`config.mk`:
```
export PLATFORM = sky130hd
export DESIGN_NAME = ssb_sensor
export DESIGN_NICKNAME = d
export VERILOG_FILES = /design/src/hw/ssb_pkg.sv /design/src/hw/ssb_sensor.sv
export VERILOG_INCLUDE_DIRS = /design/src /design/src/hw
export SDC_FILE = /design/constraint.sdc
export NUM_CORES = 1
export LEC_CHECK = 0
export ABC_AREA = 1
export ABC_CLOCK_PERIOD_IN_PS = 4600
export BUFFER_PORTS_ARGS = -buffer_cell sky130_fd_sc_hd__clkbuf_2
export CAP_MARGIN = 30
export CORE_AREA = 5 5 112 114
export DETAILED_ROUTE_END_ITERATION = 8
export DIE_AREA = 0 0 117 119
export PLACE_DENSITY = 0.95
export SLEW_MARGIN = 5
export SYNTH_ARGS = -nofsm -noshare
export SYNTH_HDL_FRONTEND = slang
export SYNTH_SLANG_ARGS = --single-unit
```
`constraint.sdc`:
```
create_clock -name clk -period 4.6 [get_ports clk]
set_input_delay 0.92 -clock clk [delete_from_list [all_inputs] [get_ports clk]]
set_output_delay 0.92 -clock clk [all_outputs]
set_load 0.05 [all_outputs]
```
`src/hw/ssb_regs.svh`:
```
`ifndef SSB_REGS_SVH
`define SSB_REGS_SVH

// Register byte offsets
`define SSB_CFG_ADDR   8'h00
`define SSB_STAT_ADDR  8'h04
`define SSB_HOLD_ADDR  8'h08

// Configuration reset value: addressed protocol, all options 0, max ID 3
`define SSB_CFG_RST    32'h0000_0C00

// Sensor data width
`define SSB_DATA_W     16

// Tick timing
`define SSB_CLK_NS     10
`define SSB_TICK_NS    3000
`define SSB_TICK_CYC   ((`SSB_TICK_NS + `SSB_CLK_NS - 1) / `SSB_CLK_NS)

// Low pulse windows in ticks
`define SSB_INC_MIN    8'h03
`define SSB_INC_MAX    8'h07
`define SSB_OUT_MIN    8'h09
`define SSB_OUT_MAX    8'h28
`define SSB_SAMP_MIN   8'h29
`define SSB_SAMP_MAX   8'h37
`define SSB_DIAG_MIN   8'h38
`define SSB_DIAG_MAX   8'h46
`define SSB_SYNC_MIN   8'h5D
`define SSB_SYNC_MAX   8'h73

// High time limits in ticks
`define SSB_INC_END    10'h012
`define SSB_IDLE       10'h1FE
`define SSB_MARK_01    10'h00C
`define SSB_MARK_12    10'h01B
`define SSB_MARK_23    10'h031

// Pipeline flush length in clock cycles
`define SSB_FLUSH      3'h4

`endif

```
`src/hw/ssb_pkg.sv`:
```
package ssb_pkg;
  `include "ssb_regs.svh"

  typedef enum logic [2:0] {
    SSB_OFF  = 3'b001,
    SSB_SYNC = 3'b010,
    SSB_ON   = 3'b100
  } ssb_mode_t;

  typedef enum logic [2:0] {
    PK_NONE, PK_INC, PK_OUT, PK_SAMP, PK_DIAG, PK_SYNC
  } ssb_pulse_t;

  typedef struct packed {
    logic [19:0] rsvd;
    logic [1:0]  max_id;
    logic [1:0]  sensor_id;
    logic        idle_sync;
    logic        ss;
    logic        po;
    logic        zs;
    logic        da;
    logic        fa;
    logic        ns;
    logic        seq;
  } ssb_cfg_t;

  typedef struct packed {
    logic                   req;
    logic                   held;
    logic [`SSB_DATA_W-1:0] data;
  } ssb_frame_t;

  typedef struct packed {
    logic                   sync1;
    logic                   sync2;
    logic                   line_d;
    ssb_mode_t              mode;
    logic [15:0]            tick;
    logic [7:0]             low_ticks;
    logic [9:0]             high_ticks;
    logic [2:0]             flush;
    logic                   por_pend;
    ssb_cfg_t               cfg;
    logic [1:0]             slot;
    logic                   collect;
    logic [1:0]             inc_cnt;
    ssb_pulse_t             pend;
    logic                   mark_wait;
    logic                   hold_valid;
    logic [`SSB_DATA_W-1:0] hold_data;
    ssb_frame_t             frame;
    logic                   diag_start;
    logic                   online;
    logic [31:0]            rdata;
  } ssb_state_t;
endpackage : ssb_pkg

```
`src/hw/ssb_sensor.sv`:
```
// Our own choices: the register offsets and strobed register access.
`timescale 1ns/1ps
`include "ssb_regs.svh"
////////////////////////////////////////////////////////////////////////////
// Notes on behaviour
// - Eighteen high ticks end address; ID match answers
// - Output request sends held, else fresh data
// - No-hold option stops sample holds; slot-zero option still holds
// - Sample request holds data unless no-hold
// - Sample addressing option makes sample addressed
// - Broadcast diagnostic starts self-test, no reply
// - Addressed diagnostic enters diagnostics without reply
// - Slot-zero option holds on slot zero output
// - Held data repeats until new capture or discard
// - Self-test or access takeover discards held data
// - Offline at reset, self-test, sequential-protocol contention; no drive
// - Leave offline once functional, flushed, line high
// - Addressed protocol goes offline straight to online
// - Synchronizing ignores addressing, obeys broadcast
// - Slot sync pulse: next slot zero, go online
// - Idle resync after over 510 high ticks
// - Power-on option zero: online at slot zero
// - Slot-marking sync derives slot, goes online
// - Online returns offline on test or sequential-protocol contention
// - Slot counts addressing pulses, wraps past max
module ssb_sensor
  import ssb_pkg::*;
#(
  parameter int TICK_CYCLES = `SSB_TICK_CYC
) (
  // Clock and reset
  input  wire logic                   clk,
  input  wire logic                   sys_rst,
  // Register port
  input  wire logic [7:0]             reg_addr,
  input  wire logic [31:0]            reg_wdata,
  input  wire logic                   reg_wr,
  input  wire logic                   reg_rd,
  output      logic [31:0]            reg_rdata,
  // Shared line, sampled
  input  wire logic                   sent_in,
  // Sensor core
  input  wire logic [`SSB_DATA_W-1:0] mag_data,
  input  wire logic                   self_test,
  input  wire logic                   access_takeover,
  input  wire logic                   contention,
  // Frame request and status
  output      ssb_frame_t             frame,
  output      logic                   diag_start,
  output      logic                   bus_online
);

  ////////////////////////////////////////////////////////////////////////
  function automatic ssb_pulse_t classify(input logic [7:0] w);
    classify = PK_NONE;
    if (w >= `SSB_INC_MIN && w <= `SSB_INC_MAX)
      classify = PK_INC;
    else if (w >= `SSB_OUT_MIN && w <= `SSB_OUT_MAX)
      classify = PK_OUT;
    else if (w >= `SSB_SAMP_MIN && w <= `SSB_SAMP_MAX)
      classify = PK_SAMP;
    else if (w >= `SSB_DIAG_MIN && w <= `SSB_DIAG_MAX)
      classify = PK_DIAG;
    else if (w >= `SSB_SYNC_MIN && w <= `SSB_SYNC_MAX)
      classify = PK_SYNC;
  endfunction : classify

  function automatic logic [1:0] next_slot(input logic [1:0] sl,
                                           input logic [1:0] mx);
    next_slot = (sl >= mx) ? 2'h0 : sl + 2'h1;
  endfunction : next_slot

  function automatic logic [1:0] mark_id(input logic [9:0] h);
    if (h < `SSB_MARK_01)
      mark_id = 2'h0;
    else if (h < `SSB_MARK_12)
      mark_id = 2'h1;
    else if (h < `SSB_MARK_23)
      mark_id = 2'h2;
    else
      mark_id = 2'h3;
  endfunction : mark_id

  ////////////////////////////////////////////////////////////////////////
  localparam logic [15:0] TICK_LAST = 16'(TICK_CYCLES - 1);

  ssb_state_t             s;
  ssb_state_t             next_s;
  ssb_pulse_t             kind;
  ssb_pulse_t             act;
  logic                   rise;
  logic                   fall;
  logic                   tick;
  logic                   halt;
  logic                   addr;
  logic                   hv;
  logic [`SSB_DATA_W-1:0] hd;

  assign rise = s.sync2 & ~s.line_d;
  assign fall = ~s.sync2 & s.line_d;
  assign tick = (s.tick == TICK_LAST);
  assign halt = self_test | access_takeover;
  assign kind = classify(s.low_ticks);

  ////////////////////////////////////////////////////////////////////////
  always_comb begin
    next_s = s;
    addr = 1'b0;
    act = PK_NONE;
    hv = s.hold_valid;
    hd = s.hold_data;
    next_s.sync1 = sent_in;
    next_s.sync2 = s.sync1;
    next_s.line_d = s.sync2;
    next_s.frame.req = 1'b0;
    next_s.diag_start = 1'b0;

    // Tick phase restarts on each edge so widths count from the edge
    next_s.tick = (tick || rise || fall) ? 16'h0000 : s.tick + 16'h0001;
    if (fall)
      next_s.low_ticks = 8'h00;
    else if (tick && !s.sync2 && s.low_ticks != 8'hFF)
      next_s.low_ticks = s.low_ticks + 8'h01;
    if (rise)
      next_s.high_ticks = 10'h000;
    else if (tick && s.sync2 && s.high_ticks != 10'h3FF)
      next_s.high_ticks = s.high_ticks + 10'h001;

    if (reg_wr && reg_addr == `SSB_CFG_ADDR) begin
      next_s.cfg = ssb_cfg_t'(reg_wdata);
      next_s.cfg.rsvd = '0;
    end
    next_s.rdata = 32'h0000_0000;
    if (reg_rd) begin
      case (reg_addr)
        `SSB_CFG_ADDR:  next_s.rdata = s.cfg;
        `SSB_STAT_ADDR: next_s.rdata = {24'h0, s.mark_wait, s.collect,
                                        s.hold_valid, s.slot, s.mode};
        `SSB_HOLD_ADDR: next_s.rdata = 32'(s.hold_data);
        default:        next_s.rdata = 32'h0000_0000;
      endcase
    end

    unique case (s.mode)
      SSB_OFF: begin
        // Line must read high for the whole flush so no low is cut short
        if (s.sync2 && !halt)
          next_s.flush = (s.flush == `SSB_FLUSH) ? s.flush
                                                  : s.flush + 3'h1;
        else
          next_s.flush = 3'h0;
        if (s.flush == `SSB_FLUSH) begin
          next_s.flush = 3'h0;
          next_s.por_pend = 1'b0;
          if (!s.cfg.seq || (s.por_pend && !s.cfg.po)) begin
            next_s.mode = SSB_ON;
            next_s.slot = 2'h0;
          end else begin
            next_s.mode = SSB_SYNC;
          end
        end
      end
      SSB_SYNC, SSB_ON: begin
        if (rise) begin
          case (kind)
            PK_SAMP: begin
              if (!s.cfg.ns) begin
                hv = 1'b1;
                hd = mag_data;
              end
              addr = s.cfg.fa;
            end
            PK_OUT: begin
              addr = 1'b1;
              if (s.cfg.seq && s.cfg.zs && s.slot == 2'h0) begin
                hv = 1'b1;
                hd = mag_data;
              end
            end
            PK_DIAG: begin
              if (s.cfg.da) begin
                addr = 1'b1;
              end else begin
                next_s.diag_start = 1'b1;
                next_s.mode = SSB_OFF;
              end
            end
            PK_SYNC: begin
              if (s.cfg.seq) begin
                next_s.slot = 2'h0;
                next_s.mode = SSB_ON;
                next_s.mark_wait = 1'b0;
              end
            end
            PK_INC: begin
              if (s.collect && s.inc_cnt != 2'h3)
                next_s.inc_cnt = s.inc_cnt + 2'h1;
            end
            PK_NONE: ;
            default: ;
          endcase
          if (addr) begin
            if (!s.cfg.seq) begin
              next_s.collect = 1'b1;
              next_s.inc_cnt = 2'h0;
              next_s.pend = kind;
            end else if (s.mode == SSB_ON) begin
              if (s.slot == s.cfg.sensor_id)
                act = kind;
              next_s.slot = next_slot(s.slot, s.cfg.max_id);
            end else if (s.cfg.ss) begin
              next_s.mark_wait = 1'b1;
            end
          end
        end
        // Quiet high after the address burst closes it
        if (s.collect && s.sync2 && s.high_ticks >= `SSB_INC_END) begin
          next_s.collect = 1'b0;
          if (s.inc_cnt == s.cfg.sensor_id)
            act = s.pend;
        end
        if (fall && s.mark_wait) begin
          next_s.mark_wait = 1'b0;
          next_s.slot = next_slot(mark_id(s.high_ticks), s.cfg.max_id);
          next_s.mode = SSB_ON;
        end
        // High count still holds the idle before a pulse at its rise
        if (s.cfg.seq && s.cfg.idle_sync && s.sync2 && !rise &&
            s.high_ticks > `SSB_IDLE) begin
          next_s.slot = 2'h0;
          next_s.mode = SSB_ON;
          next_s.mark_wait = 1'b0;
        end
        case (act)
          PK_OUT, PK_SAMP: begin
            next_s.frame.req = 1'b1;
            next_s.frame.held = hv;
            next_s.frame.data = hv ? hd : mag_data;
          end
          PK_DIAG: begin
            next_s.diag_start = 1'b1;
            next_s.mode = SSB_OFF;
          end
          default: ;
        endcase
        next_s.hold_valid = hv;
        next_s.hold_data = hd;
      end
    endcase

    if (contention && s.cfg.seq && s.mode != SSB_OFF)
      next_s.mode = SSB_OFF;
    if (halt) begin
      next_s.mode = SSB_OFF;
      next_s.hold_valid = 1'b0;
    end
    if (next_s.mode == SSB_OFF) begin
      next_s.collect = 1'b0;
      next_s.mark_wait = 1'b0;
      // No reply may start as the sensor drops off the bus
      next_s.frame.req = 1'b0;
    end
    next_s.online = (next_s.mode == SSB_ON);
  end

  ////////////////////////////////////////////////////////////////////////
  always_ff @(posedge clk) begin
    if (sys_rst) begin
      s <= '0;
      s.mode <= SSB_OFF;
      // Pipeline starts at the idle level, so release gives no false edge
      s.sync1 <= 1'b1;
      s.sync2 <= 1'b1;
      s.line_d <= 1'b1;
      s.por_pend <= 1'b1;
      s.cfg <= ssb_cfg_t'(`SSB_CFG_RST);
      s.pend <= PK_NONE;
    end else begin
      s <= next_s;
    end
  end

  assign reg_rdata = s.rdata;
  assign frame = s.frame;
  assign diag_start = s.diag_start;
  assign bus_online = s.online;
endmodule : ssb_sensor

```
Word level (Yosys, flattened, before mapping)
Index checks and enable logic that the tools add are counted.
{"block": "classes", "order_cmp": 17, "mux": 76, "n_reduce_logical": 54, "n_eq_ne": 27, "addsub": 7, "bitwise": 8}
{"op": "3-bit 2-to-1 mux", "count": 24}
{"op": "16-bit 2-to-1 mux", "count": 4}
{"op": "16-bit case mux with 3 select lines", "count": 1}
{"op": "2-bit 2-to-1 mux", "count": 16}
{"op": "16-bit case mux with 2 select lines", "count": 1}
{"op": "1-bit logical AND", "count": 24}
{"op": "1-bit 2-to-1 mux", "count": 20}
{"op": "3-bit equality test (second input constant)", "count": 6}
{"op": "18-bit 2-to-1 mux", "count": 1}
{"op": "9-bit 2-to-1 mux", "count": 2}
{"op": "2-bit OR reduction", "count": 9}
{"op": "16-bit by 1-bit adder with 16-bit output (second input constant)", "count": 1}
{"op": "16-bit by 9-bit equality test with 1-bit output (second input constant)", "count": 1}
{"op": "8-bit by 6-bit greater-or-equal comparator with 1-bit output (second input constant)", "count": 2}
{"op": "8-bit by 6-bit <= comparator with 1-bit output (second input constant)", "count": 2}
{"op": "8-bit by 7-bit <= comparator with 1-bit output (second input constant)", "count": 2}
{"op": "3-bit by 2-bit equality test with 1-bit output (second input constant)", "count": 5}
{"op": "3-bit case mux with 2 select lines", "count": 2}
{"op": "10-bit by 1-bit adder with 10-bit output (second input constant)", "count": 1}
{"op": "10-bit by 5-bit greater-or-equal comparator with 1-bit output (second input constant)", "count": 1}
{"op": "10-bit by 9-bit greater-than comparator with 1-bit output (second input constant)", "count": 1}
{"op": "10-bit by 4-bit < comparator with 1-bit output (second input constant)", "count": 1}
{"op": "10-bit by 5-bit < comparator with 1-bit output (second input constant)", "count": 1}
{"op": "10-bit by 6-bit < comparator with 1-bit output (second input constant)", "count": 1}
{"op": "36 further kinds", "count": 60}
{"block": "totals", "inputBits": 64, "wordCells": 221, "reg_bits": 134}

Logic depth before layout (Yosys ltp)
Gate-level depths: netlist of run 1.
{"block": "logic_depth", "word_depth": 23, "depth_mapped": 21, "ltp_nobuf": 21}

Worst setup path after synthesis of run 1
OpenSTA, ideal clock, no wires.
{"block": "synth_timing", "path_kind": "input -> register", "start": "input sys_rst", "end": "register s[145] (netlist bit)", "n_path_buf": 1, "t_arrival_ps": 2255, "path_stages": 7, "setup_time_ps": 59, "setup_slack_ps": 2286, "cell_sequence": "clkbuf_1 -> nor2_1 -> inv_1 -> nor3_2 -> clkinv_1 -> a21oi_1 -> o21a_1"}
{"block": "synth_via", "elab_chain_len": 1}
{"item": "from (decl)", "line": "ssb_sensor.sv:33", "text": "input wire logic sys_rst,"}
{"item": "2-bit OR reduction (no source line)"}
{"item": "to (signal assigned)", "line": "ssb_sensor.sv:279", "text": "s <= next_s;"}
{"item": "to (decl)", "line": "ssb_sensor.sv:87", "text": "ssb_state_t s;"}
No other way between the ends.
A chain may end at the register's enable or synchronous reset.

Final worst setup path of run 1
{"block": "layout_timing", "start": "register s[124] (netlist bit)", "end": "register s, in the netlist frame[8]"}
{"block": "layout_via", "elab_chain_len": 19, "word_cells_on_any_way": 44, "cone_classes": "10 x order compare; 5 x eq/ne; 22 x mux; 7 x reduce/logical"}
{"item": "8-bit by 7-bit greater-or-equal comparator with 1-bit output (no source line) / 8-bit by 7-bit <= comparator with 1-bit output (equally long branches)"}
{"item": "1-bit logical AND (no source line)"}
{"item": "3-bit 2-to-1 mux", "line": "ssb_sensor.sv:64", "text": "else if (w >= `SSB_SYNC_MIN && w <= `SSB_SYNC_MAX)"}
{"item": "3-bit 2-to-1 mux", "line": "ssb_sensor.sv:62", "text": "else if (w >= `SSB_DIAG_MIN && w <= `SSB_DIAG_MAX)"}
{"item": "3-bit 2-to-1 mux", "line": "ssb_sensor.sv:60", "text": "else if (w >= `SSB_SAMP_MIN && w <= `SSB_SAMP_MAX)"}
{"item": "3-bit 2-to-1 mux", "line": "ssb_sensor.sv:58", "text": "else if (w >= `SSB_OUT_MIN && w <= `SSB_OUT_MAX)"}
{"item": "3-bit 2-to-1 mux (*)", "line": "ssb_sensor.sv:56", "text": "if (w >= `SSB_INC_MIN && w <= `SSB_INC_MAX)"}
{"item": "3-bit equality test / 3-bit by 2-bit equality test with 1-bit output (equally long branches)", "line": "ssb_sensor.sv:165", "text": "case (kind)"}
{"item": "(+3 left out)"}
{"item": "3-bit 2-to-1 mux", "line": "ssb_sensor.sv:202", "text": "if (addr) begin"}
{"item": "3-bit 2-to-1 mux", "line": "ssb_sensor.sv:164", "text": "if (rise) begin"}
{"item": "3-bit 2-to-1 mux", "line": "ssb_sensor.sv:219", "text": "if (s.inc_cnt == s.cfg.sensor_id)"}
{"item": "3-bit 2-to-1 mux", "line": "ssb_sensor.sv:217", "text": "if (s.collect && s.sync2 && s.high_ticks >= `SSB_INC_END) begin"}
{"item": "3-bit 2-to-1 mux", "line": "ssb_sensor.sv:144", "text": "unique case (s.mode)"}
{"item": "3-bit by 2-bit equality test with 1-bit output", "line": "ssb_sensor.sv:234", "text": "case (act)"}
{"item": "2-bit OR reduction", "line": "ssb_sensor.sv:234"}
{"item": "2-bit AND reduction (no source line)"}
Every way passes the cells marked *; elsewhere a longest branch is shown, timed or not. The select of a mux whose other input is x is not followed.

==> metrics, run 1 <==
DRT iter0 DRCs=around 900; share of Yosys cell area claimed by the top area cell type=0.339; most instantiated cells after synthesis=156 x nand2_1, 125 x inv_1, 118 x dfxtp_1; post-CTS sizing=0; drt drc=0; PortBufs=79; post-route clock skew=0.00642 ns; final wirelength=18200 microns; Final TNS setup=0 ns; global-route wire length before repair=29400 microns; initial antenna violation count=0; arrival time at the worst endpoint=~3.2 ns; gr ovfl total=0; Post-DP HPWL=12500 microns; clock-pin slew on the worst setup and hold paths=0.05 ns; Final Cycle Share=0.636; post-synth top area cell=dfxtp_1; Top Ports=116; Final Hold Viols=0; Most used DFF post-synth=dfxtp_1; core box area=0.0113 sq mm; drt first pass iters=6; Synth area leaders=dfxtp_1 34%, nand2_1 8.4%, inv_1 6.7%, buf_4 5.9%, nor2_1 5.9%; Hold WC Path Type=flop to flop; CTS Hold Bufs=0; Tightest Pin Transition=0.799 ns; multi-input logic area=approximately 0.0036 sq mm; Crit Path Class=flop to flop; GRT Total Usage=0.262; CTS root buffer=clkbuf_16; die width=117 microns; antenna cells=0; Max Cap Viol=0; largest net degree at the start of global routing=38; layout cells sized above 1=0.172; Worst setup EP type=flop; worst skew pair latency=0.43 ns; CP required=about 5 ns; YS warnings=0; Starting Density=0.615; placed cell area=around 0.0071 sq mm; Slew headroom=0.463; Clock Sink Count=between 100 and 150; Synth Register Bits=approximately 120; Mapped Area=slightly below 0.007 sq mm; GPL Wtd Cong=0.960; Vias/cell=between 5 and 6; crit-path max FO=19; dpl ws=1.68 ns; LEAKAGE=3.28 nW; setup ws final=around 1.7 ns; post-route cell area=0.00764 sq mm; Nets=between 1000 and 1500; Final min period=roughly 2.9 ns; R2R setup slack=1.68 ns; FP Rows=39; H-tree levels=4; die footprint=roughly 0.014 sq mm; ys async rst share=0; DIE HEIGHT=about 120 microns; VDD IR max=0.327 mV; setup violators final=0; vias=6882; Max Clock Freq=0.342 GHz; Synth Area per Inst=7.07 sq um; Num CTS Buffers=17; vias in the first global route=between 6000 and 7000; fin. max-slew vios=0; sequential element share of the synthesized area=0.339; WL/cell=15.4 microns; Bufs on Longest Clock Path=2; filler cell count=870; Layout area overhead=9.74%; Cell Pwr Density=309 mW/mm^2; unrepaired setup endpoints after global routing=false; status=completed; CTS tree=yes; post-route ant nets=0; most common cell in the netlist=nand2_1; Worst setup SP type=flop; Post-synth EDFFs=0; Power Total=2.36 mW; register area=0.00236 sq mm; Setup Buffers After CTS=0; Netlist cell types=50; Syn Inst Count=between 900 and 1000
routing by layer:
metal	global-route usage	vias to the layer above	wire length, microns
met5	0	-	0
li1	-	3292	-
met1	0.337	3093	7220
met3	0.0720	77	1990
met2	0.409	420	8300
met4	0.117	0	652
report_power, final:
group | internal (mW) | switching, mW | total, mW
registers | 1.03 | 0.00358 | 1.03
clock network | 0.759 | 0.466 | 1.22
logic | 0.0265 | 0.0789 | 0.105
total | 1.81 | 0.548 | 2.36
cell usage in the layout (no fill, tap or decap), drive strengths merged:
cell type	synthesis	layout
a211oi	10	10
a21oi	79	79
a22o	1	1
a22oi	4	4
a31oi	21	21
and2	1	1
buf	62	5
bufinv	0	1
clkbuf	19	100
clkinv	4	13
clkinvlp	0	1
conb	1	16
dfxtp	118	118
ha	16	16
inv	133	133
nand2	170	170
nand3	37	37
nand3b	1	1
nand4	12	12
nor2	113	113
nor3	24	24
nor3b	2	2
nor4	10	10
o2111ai	1	1
o211ai	9	9
o21a	2	2
o21ai	99	99
o221a	1	1
o221ai	3	3
o22ai	6	6
o31ai	15	15
or2	5	5
xor2	5	5
state kept, by name, indices dropped and copies added, names as in the netlist:
name        count
s              80
frame          18
reg_rdata      16
next_s          2
bus_online      1
diag_start      1
critical path: stages (launching register included):
cell      delay [ns]
dfxtp_1         0.41
inv_1           0.12
ha_1            0.23
nand3_1         0.10
nand2_1         0.08
nand2_2         0.09
nand3b_4        0.26
nand2_4         0.21
nand2_4         0.09
inv_1           0.57
o211ai_1        0.20
o21ai_0         0.17
o21a_1          0.19
a21oi_1         0.06
per-stage QoR:
stage           util  std cells  hold WS, ns
5_1_grt        0.675       1177        0.425
6_report       0.675       1177        0.406
3_5_place_dp   0.627       1145        0.398
3_3_place_gp   0.626       1144        0.391
4_1_cts        0.675       1177        0.410
2_1_floorplan      -        999        0.389
cell type report:
type | instances | area share
Clock buffer | 21 | 0.0603
Clock inverter | 11 | 0.0108
Inverter | 137 | 0.0676
Multi-Input combinational cell | 663 | 0.471
Sequential cell | 118 | 0.309
Tap cell | 143 | 0.0234
Timing Repair Buffer | 84 | 0.0576
final timing paths:
path | from | to | cells after the start
max | s[124] | frame[8] | 13
min | next_s[152] | next_s[151] | 1
max reg2reg | s[124] | frame[8] | 13
min reg2reg | next_s[152] | next_s[151] | 1
kinds of logic after synthesis:
kind of cell    after synthesis  synth area share
compound gates              251             0.228
xor+xnor                      5           0.00629
fa+ha+maj                    16            0.0288
buf+inv                     218             0.152
flops                       118             0.339
other cells                   1          0.000539
simple gates                375             0.245
Note: power is estimated with default switching activity, not from simulation.
==> inputs of run 2 (changes only) <==
--- a/config.mk
+++ b/config.mk
@@ -6,14 +6,14 @@
 export SDC_FILE = /design/constraint.sdc
 export NUM_CORES = 1
 export LEC_CHECK = 0
-export ABC_AREA = 1
-export ABC_CLOCK_PERIOD_IN_PS = 4600
+export ABC_AREA = 0
+export ABC_CLOCK_PERIOD_IN_PS = 2500
 export BUFFER_PORTS_ARGS = -buffer_cell sky130_fd_sc_hd__clkbuf_2
 export CAP_MARGIN = 30
-export CORE_AREA = 5 5 112 114
+export CORE_AREA = 5 5 119 121
 export DETAILED_ROUTE_END_ITERATION = 8
-export DIE_AREA = 0 0 117 119
-export PLACE_DENSITY = 0.95
+export DIE_AREA = 0 0 124 126
+export PLACE_DENSITY = 0.86
 export SLEW_MARGIN = 5
 export SYNTH_ARGS = -nofsm -noshare
 export SYNTH_HDL_FRONTEND = slang
==> constraint.sdc (replaced) <==
create_clock -name clk -period 2.5 [get_ports clk]
set_input_delay 0.5 -clock clk [delete_from_list [all_inputs] [get_ports clk]]
set_output_delay 0.5 -clock clk [all_outputs]
set_load 0.05 [all_outputs]
==> metrics, run 2 <==
status=finished with violations; violated checks=negative setup slack; ys async rst share=0 (unchanged); largest net degree at the start of global routing=39 (+2.6%); CP peak stage delay=0.39 ns (-0.18 ns); Hold WC Path Type=input pin to flop; initial antenna violation count=0 (unchanged); VDD IR max=0.494 mV (+51%); Top Ports=116 (unchanged); most common cell in the netlist=nor2_1; Slew headroom=0.604 (+0.142); LEAKAGE=3.38 nW (+3.0%); Power Internal=3.51 mW (+94%); Bufs on Longest Clock Path=2 (unchanged); Netlist cell types=73 (+46%); Nets=940 (-15%); CTS Hold Bufs=0 (unchanged); Reg with most FFs=s; Num CTS Buffers=17 (unchanged); share of Yosys cell area claimed by the top area cell type=0.368 (+0.0287); Layout area overhead=24.7%; Synth Register Bits=118 (unchanged); layout cells sized above 1=0.300 (+0.128); most instantiated cells after synthesis=124 x nor2_1, 118 x dfxtp_1, 53 x buf_4; Synth Area per Inst=8.26 sq um (+17%); worst skew pair latency=0.42 ns (about the same); Clock Power Share=0.545 (+0.026); vias=6111 (-11%); Post-DP HPWL=11400 microns (-9.2%); Final TNS setup=-0.0326 ns (-0.0326 ns); final wirelength=18900 microns (+4.3%); Worst setup SP type=flop; die footprint=0.0156 sq mm (+12%); sequential element share of the synthesized area=0.368 (+0.0287); metal3 WL=1770 microns (-11%); Gate power share=0.042 (-0.003); Largest register FFs=80 (unchanged); CTS tree=yes; fin. max-slew vios=0 (unchanged); Starting Density=0.495 (-0.120); FP Rows=42 (+7.7%); Mapped Area=0.00642 sq mm (-7.8%); vias in the first global route=5623 (-10%); global-route wire length before repair=27300 microns (-7.2%); met2 routed WL=9230 microns (+11%); Crit Path Class=flop to flop; DIE HEIGHT=126 microns (+5.9%); Tightest Pin Transition=0.592 ns (-0.207 ns); Final min period=2.53 ns (-0.391 ns); GRT Total Usage=0.218 (-0.0441); YS warnings=0 (unchanged); arrival time at the worst endpoint=2.82 ns (-0.39 ns); drt first pass iters=5 (-1); DRT iter0 DRCs=907 (+1.7%); Worst path slowest cell=or3_4; critical-path cell list=xor2_1 > or3_4 > or2_4 > a2111o_1 > a211oi_4 > buf_6 > clkbuf_16 > o221a_2 > nor3_2; unrepaired setup endpoints after global routing=true; Final Cycle Share=1.01 (+0.377); Syn Inst Count=777 (-21%); crit-path max FO=9 (-10); Max Cap Viol=0 (unchanged); post-synth top area cell=dfxtp_1; most common cell after layout, fill and taps aside=nor2_1; routed metal-1 wirelength=7180 microns (-0.53%); post-route ant nets=0 (unchanged); post-route clock skew=0.00778 ns (+0.00136 ns); core box area=0.0130 sq mm (+15%); Clock Sink Count=118 (unchanged); Synth area leaders=dfxtp_1 37%, nor2_1 7.3%, buf_4 6.2%, mux2i_1 4.5%, ha_1 3.1%; most frequent cells in the layout=121 x nor2_1, 110 x dfxtp_1, 79 x clkbuf_2; Cell Pwr Density=573 mW/mm^2 (+86%); PortBufs=79 (unchanged); H-tree levels=4 (unchanged); sequential share of power=0.413 (-0.024); dpl ws=-0.0803 ns (-1.76 ns); setup ws final=-0.0326 ns (-1.71 ns); clock-pin slew on the worst setup and hold paths=0.06 ns (about the same); Worst setup EP type=flop; Post-synth EDFFs=0 (unchanged); setup violators final=1 (+1); die width=124 microns (+6.0%); CP required=2.79 ns (-2.10 ns); antenna cells=0 (unchanged); CTS root buffer=clkbuf_16; gr ovfl total=0 (unchanged); switching share of power=0.235 (+0.00274); drt drc=0 (unchanged); Most used DFF post-synth=dfxtp_1; Vias/cell=5.83 (-0.37%); WL/cell=18.1 microns (+17%); Max Clock Freq=0.395 GHz (+15%); GPL Wtd Cong=0.957 (-0.33%); Final Hold Viols=0 (unchanged); Net Sw Power=1.08 mW (+97%); top sig layer=met4
==> run 2: cell types whose count changed in the layout (fill, tap and decap cells not counted), sizes merged, moves of 19 or more <==
cell,change
nand2,-125
o21ai,-87
mux2i,+29
inv,-88
nor3,+19
a21oi,-40
buf,+57
==> run 2: stage by stage <==
stage               instances   util  hold slack, ns  power (mW)  instance area (sq um)
global route             1049  0.617           0.264        4.70                   8010
global placement         1006  0.534           0.411        2.11                   6930
CTS                      1044  0.591           0.262        4.58                   7670
finish                   1049  0.617           0.264        4.59                   8010
detailed placement       1006  0.534           0.410        2.12                   6930
floorplan                 792      -           0.389        2.08                   6490
==> run 2: logic make-up after synthesis <==
kind of cell	count (synthesis)	synth area share
fa+ha+maj	16	0.0312
flops	118	0.368
compound gates	118	0.138
buf+inv	137	0.117
mux	29	0.0452
xor+xnor	34	0.0464
simple gates	324	0.254
other cells	1	0.000584
==> run 2: layout make-up <==
cell class              count  area, sq um
fillers                  1001         4970
multi-input cells         538         3700
flip-flops and latches    118         2370
repair buffers            142          942
clock buffers              18          429
well taps                 176          220
clock inverters            14          176
inverters                  43          164
==> run 2: worst max-delay path, delay by kind of cell, from the launching register on <==
family | cells | cell delay [ns]
xor+xnor | 1 | 0.16
buf+inv | 2 | 0.30
compound gates | 3 | 0.89
flops | 1 | 0.35
simple gates | 3 | 0.70
==> run 2: path summary, 6_finish.rpt <==
check / from / to / slack [ns] / cells past startpoint
max: s[87] / frame[4] / -0.03 / 9
min: sent_in / next_s[152] / 0.26 / 2
max reg2reg: s[87] / frame[4] / -0.03 / 9
min reg2reg: next_s[152] / next_s[151] / 0.45 / 1
==> run 2: power by group through the flow <==
stage / combinational [mW] / clock, mW / sequential (mW)
3_5_place_dp: 0.180 / 0 / 1.94
6_report: 0.192 / 2.50 / 1.89
4_1_cts: 0.184 / 2.50 / 1.89
2_1_floorplan: 0.142 / 0 / 1.93
5_1_grt: 0.205 / 2.60 / 1.89
3_3_place_gp: 0.179 / 0 / 1.94
==> run 2: what timing repair did <==
action | 4_1_cts | 5_1_grt
setup endpoints to repair | 38 | 50
resized for setup | 14 | 65
buffers inserted | 5 | 4
gates cloned | 1 | 2
pin swaps | 3 | 25
==> run 2: layer usage <==
metal	vias to the layer above	global-route usage
li1	2789	-
met1	2874	0.260
met2	358	0.372
met3	90	0.0686
met4	0	0.0689
met5	-	0
